==> src/common/sas_defines.svh <==
// Register indices, field positions, reset values and timing counts
`ifndef SAS_DEFINES_SVH
`define SAS_DEFINES_SVH

`define SAS_ADDR_W 10
`define SAS_IDX_PWR 8'h64
`define SAS_IDX_RES_LO 8'h78
`define SAS_IDX_RES_HI 8'h79
`define SAS_IDX_CTL_A 8'h7A
`define SAS_IDX_CTL_B 8'h7B
`define SAS_IDX_MUX 8'h7C

`define SAS_CA_FLAG 4
`define SAS_CA_START 6
`define SAS_CA_EN 7
`define SAS_MX_CH_LSB 0
`define SAS_MX_LEFT 5
`define SAS_MX_REF_LSB 6
`define SAS_CB_TS_LSB 0
`define SAS_PR_BIT 0

`define SAS_RST_CTL_A 8'h00
`define SAS_RST_CTL_B 3'h0
`define SAS_RST_MUX 8'h00
`define SAS_RST_PWR 1'b1

`define SAS_TS_OWN_FLAG 3'h0
`define SAS_SYNC_STAGES 3
`define SAS_NORM_CYC_X2 6'd26
`define SAS_FIRST_CYC_X2 6'd50
`define SAS_AUTO_CYC_X2 6'd27
`define SAS_NORM_SH_X2 6'd3
`define SAS_FIRST_SH_X2 6'd27
`define SAS_AUTO_SH_X2 6'd4

`endif

==> src/common/sas_pkg.sv <==
// Types shared by the converter sequencer
package sas_pkg;

    typedef struct packed {
        logic enable;
        logic start;
        logic auto_trig;
        logic flag;
        logic irq_en;
        logic [2:0] psel;
    } sas_ctl_a_t;

    typedef struct packed {
        logic [1:0] ref_sel;
        logic [3:0] chan;
    } sas_sel_t;

    typedef enum logic [1:0] {
        ST_IDLE,
        ST_PEND,
        ST_CONV
    } sas_state_t;

endpackage

==> src/rtl/sas_top.sv <==
// Sequencer for a 10-bit successive-approximation converter
// ==========================================================
// Behaviour
// - 10-bit result in two bytes, right aligned, left aligned on demand.
// - Low byte read locks results until high byte read; late result lost.
// - High byte read unlocks result register updates.
// - Completion flag set at every conversion end, even if discarded.
// - Clear power reduction, write start; start bit high until done.
// - Channel change mid-conversion applies only after it completes.
// - Auto-trigger rising edge resets prescaler and starts a conversion.
// - Held-high trigger does not restart; edges while converting ignored.
// - Trigger source flags must be cleared by software before retrigger.
// - Own flag as trigger gives free running, flag cleared or not.
// - Software start works in auto mode; start reads one while busy.
// - Prescaler divides by selected ratio, held reset while disabled.
// - Software start begins at next converter clock rising edge.
// - Normal conversion 13 cycles, first after enable 25 cycles unless auto-triggered.
// - Sample-and-hold at 1.5 cycles, or 13.5 on a first conversion not auto-triggered.
// - Completion writes result, sets flag, clears start in single mode.
// - Auto-triggered: sample at 2 cycles, conversion 13.5 cycles.
// - Free running restarts at once; start bit stays high.
// - Channel and reference selections take effect only when enabled.
// - Channel field routes any input, ground or bandgap to converter.
// - Reference bits pick external pin, supply or internal reference.
// - Trigger select sits in control register B at 0x7B, reset zero.
// - Selection buffer tracks until start, relocks until last cycle.
`include "sas_defines.svh"
`timescale 1ns/1ps
`default_nettype none

module sas_top (
    input wire logic core_clk,
    input wire logic srst,
    input wire logic [`SAS_ADDR_W-1:0] address,
    input wire logic read,
    input wire logic write,
    input wire logic [31:0] writedata,
    output logic [31:0] readdata,
    output logic waitrequest,
    input wire logic [7:0] trigger_in,
    input wire logic [9:0] sar_result,
    output logic sample_hold,
    output logic conv_active,
    output sas_pkg::sas_sel_t conv_sel,
    output logic irq
);

    // ==========================================================
    // Functions
    function automatic logic [6:0] presc_last(input logic [2:0] sel);
        logic [7:0] ratio;
        ratio = (sel == 3'h0) ? 8'h02 : (8'h01 << sel);
        presc_last = 7'(ratio - 8'h01);
    endfunction

    function automatic logic [15:0] align_res(input logic [9:0] r,
                                              input logic left);
        align_res = left ? {r, 6'h00} : {6'h00, r};
    endfunction

    // ==========================================================
    // State
    sas_pkg::sas_ctl_a_t ctl_a_r;
    logic [2:0] ts_r;
    logic [7:0] mux_r;
    logic pr_r;
    logic [9:0] res_r;
    logic lock_r;
    logic first_r;
    logic auto_conv_r;
    logic [5:0] half_r;
    logic [6:0] presc_r;
    logic [`SAS_SYNC_STAGES-1:0] trig_sh_r;
    logic ack_r;
    logic [31:0] readdata_r;
    logic sample_r;
    sas_pkg::sas_sel_t sel_r;
    sas_pkg::sas_state_t state_r;
    sas_pkg::sas_state_t state_nxt;
    logic [5:0] half_nxt;
    logic auto_conv_nxt;

    // ==========================================================
    // Bus decode
    wire req = read | write;
    wire acc = req & ack_r;
    wire [7:0] idx = address[`SAS_ADDR_W-1:2];
    wire hit_lo = (idx == `SAS_IDX_RES_LO);
    wire hit_hi = (idx == `SAS_IDX_RES_HI);
    wire hit_ca = (idx == `SAS_IDX_CTL_A);
    wire hit_cb = (idx == `SAS_IDX_CTL_B);
    wire hit_mx = (idx == `SAS_IDX_MUX);
    wire hit_pr = (idx == `SAS_IDX_PWR);
    wire wr_ca = acc & write & hit_ca;
    wire wr_cb = acc & write & hit_cb;
    wire wr_mx = acc & write & hit_mx;
    wire wr_pr = acc & write & hit_pr;
    wire rd_lo = acc & read & hit_lo;
    wire rd_hi = acc & read & hit_hi;
    wire [7:0] wd = writedata[7:0];
    wire sas_pkg::sas_ctl_a_t wd_ca = wd;

    // ==========================================================
    // Prescaler and converter clock enables
    wire en = ctl_a_r.enable;
    wire [6:0] last = presc_last(ctl_a_r.psel);
    wire tick = en & (presc_r == last);
    wire half = en & (presc_r == (last >> 1));
    wire evt = tick | half;

    // ==========================================================
    // Trigger edge and conversion timing
    wire trig_edge = trig_sh_r[1] & ~trig_sh_r[2];
    wire free_run = ctl_a_r.auto_trig & (ts_r == `SAS_TS_OWN_FLAG);
    wire trig_fire = trig_edge & en & ctl_a_r.auto_trig
                     & (ts_r != `SAS_TS_OWN_FLAG)
                     & (state_r == sas_pkg::ST_IDLE);
    wire sw_start = wr_ca & wd_ca.start & wd_ca.enable & en & ~pr_r
                    & (state_r == sas_pkg::ST_IDLE);
    wire [5:0] len_x2 = auto_conv_r ? `SAS_AUTO_CYC_X2 :
                        first_r ? `SAS_FIRST_CYC_X2 : `SAS_NORM_CYC_X2;
    wire [5:0] sh_x2 = auto_conv_r ? `SAS_AUTO_SH_X2 :
                       first_r ? `SAS_FIRST_SH_X2 : `SAS_NORM_SH_X2;
    wire [5:0] half_inc = 6'(half_r + 6'd1);
    wire in_conv = (state_r == sas_pkg::ST_CONV);
    wire complete = in_conv & evt & (half_inc == len_x2);
    wire sample_fire = in_conv & evt & (half_inc == sh_x2);
    wire last_cyc = half_r >= 6'(len_x2 - 6'd2);
    wire sel_track = en & (~in_conv | last_cyc);
    wire [15:0] res_al = align_res(res_r, mux_r[`SAS_MX_LEFT]);
    wire start_bit = (state_r != sas_pkg::ST_IDLE);

    // ==========================================================
    // Read data
    logic [7:0] rd_byte;
    always_comb
    begin
        rd_byte = 8'h00;
        if (hit_lo)
            rd_byte = res_al[7:0];
        else if (hit_hi)
            rd_byte = res_al[15:8];
        else if (hit_ca)
            rd_byte = {ctl_a_r.enable, start_bit, ctl_a_r[5:0]};
        else if (hit_cb)
            rd_byte = {5'h00, ts_r};
        else if (hit_mx)
            rd_byte = mux_r;
        else if (hit_pr)
            rd_byte = {7'h00, pr_r};
    end

    // ==========================================================
    // Sequencer next state
    always_comb
    begin
        state_nxt = state_r;
        half_nxt = half_r;
        auto_conv_nxt = auto_conv_r;
        unique case (state_r)
            sas_pkg::ST_IDLE:
            begin
                if (trig_fire)
                begin
                    state_nxt = sas_pkg::ST_CONV;
                    half_nxt = 6'd0;
                    auto_conv_nxt = 1'b1;
                end
                else if (sw_start)
                    state_nxt = sas_pkg::ST_PEND;
            end
            sas_pkg::ST_PEND:
            begin
                if (tick)
                begin
                    state_nxt = sas_pkg::ST_CONV;
                    half_nxt = 6'd0;
                    auto_conv_nxt = 1'b0;
                end
            end
            sas_pkg::ST_CONV:
            begin
                if (complete & free_run)
                begin
                    half_nxt = 6'd0;
                    auto_conv_nxt = 1'b0;
                end
                else if (complete)
                    state_nxt = sas_pkg::ST_IDLE;
                else if (evt)
                    half_nxt = half_inc;
            end
        endcase
        if (!en)
            state_nxt = sas_pkg::ST_IDLE;
    end

    // ==========================================================
    // Bus slave
    always_ff @(posedge core_clk)
    begin
        if (srst)
            ack_r <= 1'b0;
        else
            ack_r <= req & ~ack_r;
    end

    always_ff @(posedge core_clk)
    begin
        if (srst)
            readdata_r <= 32'h0000_0000;
        else if (req & ~ack_r)
            readdata_r <= {24'h00_0000, rd_byte};
    end

    // ==========================================================
    // Software registers
    always_ff @(posedge core_clk)
    begin
        if (srst)
        begin
            ctl_a_r <= `SAS_RST_CTL_A;
            ts_r <= `SAS_RST_CTL_B;
            mux_r <= `SAS_RST_MUX;
            pr_r <= `SAS_RST_PWR;
        end
        else
        begin
            if (wr_ca)
            begin
                ctl_a_r.enable <= wd_ca.enable;
                ctl_a_r.auto_trig <= wd_ca.auto_trig;
                ctl_a_r.irq_en <= wd_ca.irq_en;
                ctl_a_r.psel <= wd_ca.psel;
            end
            if (complete)
                ctl_a_r.flag <= 1'b1;
            else if (wr_ca & wd_ca.flag)
                ctl_a_r.flag <= 1'b0;
            ctl_a_r.start <= 1'b0;
            if (wr_cb)
                ts_r <= wd[`SAS_CB_TS_LSB +: 3];
            if (wr_mx)
                mux_r <= wd;
            if (wr_pr)
                pr_r <= wd[`SAS_PR_BIT];
        end
    end

    // ==========================================================
    // Prescaler and trigger synchroniser
    always_ff @(posedge core_clk)
    begin
        if (srst | ~en | trig_fire)
            presc_r <= 7'h00;
        else
            presc_r <= tick ? 7'h00 : 7'(presc_r + 7'h01);
    end

    always_ff @(posedge core_clk)
    begin
        if (srst)
            trig_sh_r <= '0;
        else
            trig_sh_r <= {trig_sh_r[1:0], trigger_in[ts_r]};
    end

    // ==========================================================
    // Sequencer
    always_ff @(posedge core_clk)
    begin
        if (srst)
        begin
            state_r <= sas_pkg::ST_IDLE;
            half_r <= 6'd0;
            auto_conv_r <= 1'b0;
            first_r <= 1'b1;
            sample_r <= 1'b0;
        end
        else
        begin
            state_r <= state_nxt;
            half_r <= half_nxt;
            auto_conv_r <= auto_conv_nxt;
            sample_r <= sample_fire;
            if (!en)
                first_r <= 1'b1;
            else if (complete)
                first_r <= 1'b0;
        end
    end

    // ==========================================================
    // Result registers and read lock
    always_ff @(posedge core_clk)
    begin
        if (srst)
        begin
            res_r <= 10'h000;
            lock_r <= 1'b0;
        end
        else
        begin
            if (complete & ~lock_r)
                res_r <= sar_result;
            if (rd_lo)
                lock_r <= 1'b1;
            else if (rd_hi)
                lock_r <= 1'b0;
        end
    end

    // ==========================================================
    // Channel and reference buffer
    always_ff @(posedge core_clk)
    begin
        if (srst)
            sel_r <= '0;
        else if (sel_track)
        begin
            sel_r.ref_sel <= mux_r[`SAS_MX_REF_LSB +: 2];
            sel_r.chan <= mux_r[`SAS_MX_CH_LSB +: 4];
        end
    end

    // ==========================================================
    // Outputs
    assign waitrequest = req & ~ack_r;
    assign readdata = readdata_r;
    assign sample_hold = sample_r;
    assign conv_active = in_conv;
    assign conv_sel = sel_r;
    assign irq = ctl_a_r.flag & ctl_a_r.irq_en;
endmodule

`default_nettype wire

==> config.mk <==
export PLATFORM = sky130hd
export DESIGN_NAME = sas_top
export DESIGN_NICKNAME = d
export VERILOG_FILES = /design/src/common/sas_pkg.sv /design/src/rtl/sas_top.sv
export VERILOG_INCLUDE_DIRS = /design/src /design/src/common
export SDC_FILE = /design/constraint.sdc
export NUM_CORES = 1
export LEC_CHECK = 0
export BUFFER_PORTS_ARGS = -buffer_cell sky130_fd_sc_hd__buf_2
export CAP_MARGIN = 20
export CORE_ASPECT_RATIO = 0.7
export CORE_UTILIZATION = 57
export CTS_CLUSTER_DIAMETER = 80
export DETAILED_ROUTE_END_ITERATION = 10
export PLACE_DENSITY = 0.86
export SYNTH_ARGS = -nofsm -noshare
export SYNTH_HDL_FRONTEND = slang
export SYNTH_SLANG_ARGS = --single-unit
export TNS_END_PERCENT = 1
==> constraint.sdc <==
create_clock -name core_clk -period 6.6 [get_ports core_clk]
set_input_delay 0 -clock core_clk [delete_from_list [all_inputs] [get_ports core_clk]]
set_output_delay 0 -clock core_clk [all_outputs]
set_load 0.01 [all_outputs]
==> results.sh <==
export IMPL_setup_worst_path_start_class="register"
export IMPL_ys_seq_elements=66
export IMPL_grt_start_max_net_pins=56
export IMPL_r2r_end="state_r[1]"
export IMPL_multiInputGateArea_um2=2220
export IMPL_switching_power_mw=0.202
export IMPL_drc_errors=0
export IMPL_mappedNetlistArea_um2=3840
export IMPL_max_slew_worst_pin_slew_ns=0.970
export IMPL_min_delay_start="write"
export IMPL_p_int_mw=0.728
export IMPL_power_leakage_nw=1.95
export IMPL_timing_hold_worst_endpoint="pr_r"
export IMPL_design_final_nets=587
export IMPL_timing_critical_path_mode_cell="xnor2_1"
export IMPL_initial_utilization=0.603
export IMPL_p_per_area_nw_per_um2=208
export IMPL_pwr_share_comb=0.063
export IMPL_layout_commonest_cell="nor2_1"
export IMPL_avgRoutedWirePerCell_um=15.6
export IMPL_clkSinkCount=66
export IMPL_number_of_cells_traversed_by_the_worst_hold_path=4
export IMPL_post_route_min_period_ns=3.15
export IMPL_placed_cells_incl_taps=575
export IMPL_net_switching_share_of_the_total_power=0.218
export IMPL_post_cts_resized_instances=0
export IMPL_vdd_drop_max_mv=0.168
export IMPL_antenna_cells_inserted=0
export IMPL_routed_wl_um=9520
export IMPL_status="finished, final reports clean"
export IMPL_finalWeightedCongestion=0.917
export IMPL_layout_common_cells="nor2_1 (72), dfxtp_1 (66), buf_2 (55)"
export IMPL_cts_made_buffers=9
export IMPL_synth_avg_cell_area_um2=8.44
export IMPL_worst_endpoint_required_ns=6.83
export IMPL_timing_reg2reg_worst_path_depth=10
export IMPL_io_count=106
export IMPL_ys_seq_area_frac=0.344
export IMPL_pwr_share_clk=0.502
export IMPL_drt_vias_per_instance=5.74
export IMPL_cts_max_path_buffers=2
export IMPL_regToRegStartpoint="ctl_a_r[1]"
export IMPL_layout_drive_gt1_share=0.181
export IMPL_area_growth_syn_to_layout_pct=16.5
export IMPL_yosysWarningCount=0
export IMPL_port_buffer_count=55
export IMPL_ctsRootBufferMaster="clkbuf_8"
export IMPL_instances_no_fill=610
export IMPL_worst_slew_margin_rel=0.349
export IMPL_critical_path_cell_sequence="inv_1, or3_1, ha_1, xnor2_1, xnor2_1, nand4_1, or4_4, a21oi_2, a21bo_1, a2111oi_2"
export IMPL_min_path_type="in2reg"
export IMPL_htreeDepth=3
export IMPL_drt_antenna_violating_nets=0
export IMPL_tritonroute_pass_1_iters=5
export IMPL_detailedRoute_firstIterationViolations=306
export IMPL_synthesis_instances=455
export IMPL_total_power_mw=0.931
export IMPL_grt_util_all_layers=0.278
export IMPL_synth_edff_count=0
export IMPL_maxSlewViolCount=0
export IMPL_post_synth_main_area_contributors="dfxtp_1 (34%), mux2i_1 (9.4%), nor2_1 (7.0%)"
export IMPL_tritoncts="yes"
export IMPL_worstSetupEndpointType="register"
export IMPL_register_area_um2=1320
export IMPL_yosys_most_used_dff="dfxtp_1"
export IMPL_pwr_share_seq=0.435
export IMPL_cts_reportedPaths_clkPinSlew_ns=0.07
export IMPL_crit_path_top_delay_cell="dfxtp_1"
export IMPL_r2r_setup_slack_ns=3.45
export IMPL_crit_arrival_ns=3.39
export IMPL_cap_violations=0
export IMPL_post_route_period_util=0.478
export IMPL_clkLatencyLatePin_ns=0.35
export IMPL_hold_slack_ns=0.0561
export IMPL_die_width_um=100
export IMPL_grt_antenna_before_repair=0
export IMPL_report_final_hold_viol_count=0
export IMPL_worst_path_largest_cell_delay_ns=0.52
export IMPL_synthDominantCellAreaShare=0.344
export IMPL_die_height_um=70.7
export IMPL_proportion_of_synthesized_flip_flops_having_asynchronous_set_or_reset=0
export IMPL_detailedPlacementHpwl_um=6660
export IMPL_largest_delay_contributor_family_on_the_critical_path="simple AND/OR/NAND/NOR gates"
export IMPL_timing_critical_path_buf_inv=1
export IMPL_die_area_um2=7070
export IMPL_first_global_vias=3191
export IMPL_worstSetupPathType="reg2reg"
export IMPL_final_core_utilization=0.703
export IMPL_cts_hold_buffers_added=18
export IMPL_finalSetupTns_ns=0
export IMPL_finalSetupViolations=0
export IMPL_detailroute_via_count=3499
export IMPL_synth_top_cell_by_area="dfxtp_1"
export IMPL_skew_ns=0.0127
export IMPL_global_route_wire_length_before_repair_um=15300
export IMPL_fillCellCount=484
export IMPL_timing_critical_path_fanout_max=9
export IMPL_design_core_area_um2=6370
export IMPL_synth_lib_cells_used_distinct=67
export IMPL_clock_fmax_ghz=0.317
export IMPL_cp_depth=10
export IMPL_unrepaired_setup_endpoints_after_global_routing="false"
export IMPL_cts_setup_buffers=0
export IMPL_number_of_placement_rows=24
export IMPL_gr_total_overflow=0
kinds of logic after synthesis:
group,after synthesis,synth area share
compound gates,76,0.145
xor+xnor,17,0.0388
fa+ha+maj,9,0.0293
buf+inv,71,0.101
flops,66,0.344
mux,42,0.117
other cells,1,0.000977
simple gates,173,0.223
power groups by stage:
stage	Clock [mW]	Combinational, mW	Sequential [mW]
6_report	0.467	0.0585	0.405
5_1_grt	0.489	0.0642	0.405
4_1_cts	0.469	0.0571	0.405
3_5_place_dp	0	0.0487	0.414
3_3_place_gp	0	0.0477	0.414
2_1_floorplan	0	0.0379	0.415
synth_stat cells (9+ instances only):
| cell | count |
|---|---|
| mux2i_1 | 36 |
| clkbuf_1 | 16 |
| dfxtp_1 | 66 |
| inv_1 | 20 |
| nor3_1 | 14 |
| buf_4 | 25 |
| nand3_1 | 12 |
| a21oi_1 | 11 |
| nor2_1 | 72 |
| nor2b_1 | 9 |
| nand2_1 | 25 |
| xnor2_1 | 13 |
| ha_1 | 9 |
| o21ai_0 | 14 |
sequential cells by signal, indices dropped and copies added, names as in the netlist:
register and cells:
res_r 10, mux_r 8, readdata 8, presc_r 7, conv_sel 6, ctl_a_r 6, half_r 6, trig_sh_r 3
ts_r 3, state_r 2, ack_r 1, auto_conv_r 1, en 1, first_r 1, lock_r 1, pr_r 1
sample_hold 1
layer usage:
metal | wire (µm) | global-route usage | vias to the layer above
met5 | 0 | 0 | -
met4 | 188 | 0.0821 | 0
met3 | 1150 | 0.0949 | 31
met2 | 4140 | 0.418 | 215
met1 | 4040 | 0.380 | 1587
li1 | - | - | 1666
through the flow:
| stage | cell area [µm²] | setup WS (ns) |
|---|---|---|
| final | 4470 | 3.45 |
| after global routing | 4470 | 3.27 |
| after CTS | 4470 | 3.46 |
| after detailed placement | 4010 | 3.51 |
| after global placement | 4010 | 3.62 |
| after floorplan | 3930 | 3.86 |
worst reg2reg max path, delay by kind of cell (launching register included):
family	cells	cell delay, ns
xor+xnor	2	0.32
compound gates	3	0.79
simple gates	3	1.08
buf+inv	1	0.10
flops	1	0.52
fa+ha+maj	1	0.23
cell type report:
cell class	instances	area share
well taps	91	0.0255
flip-flops and latches	66	0.295
multi-input cells	341	0.495
clock buffers	10	0.0308
inverters	21	0.0176
clock inverters	6	0.0308
repair buffers	75	0.105
worst max path at each step:
| stage | startpoint | endpoint | slack, ns |
|---|---|---|---|
| floorplan | ctl_a_r[1] | state_r[1] | 3.86 |
| global placement | ctl_a_r[1] | state_r[1] | 3.62 |
| detailed placement | ctl_a_r[1] | state_r[1] | 3.51 |
| CTS | ctl_a_r[1] | state_r[1] | 3.46 |
| global route | ctl_a_r[1] | state_r[1] | 3.27 |
| finish | ctl_a_r[1] | state_r[1] | 3.45 |
Note: power is estimated with default switching activity, not from simulation.
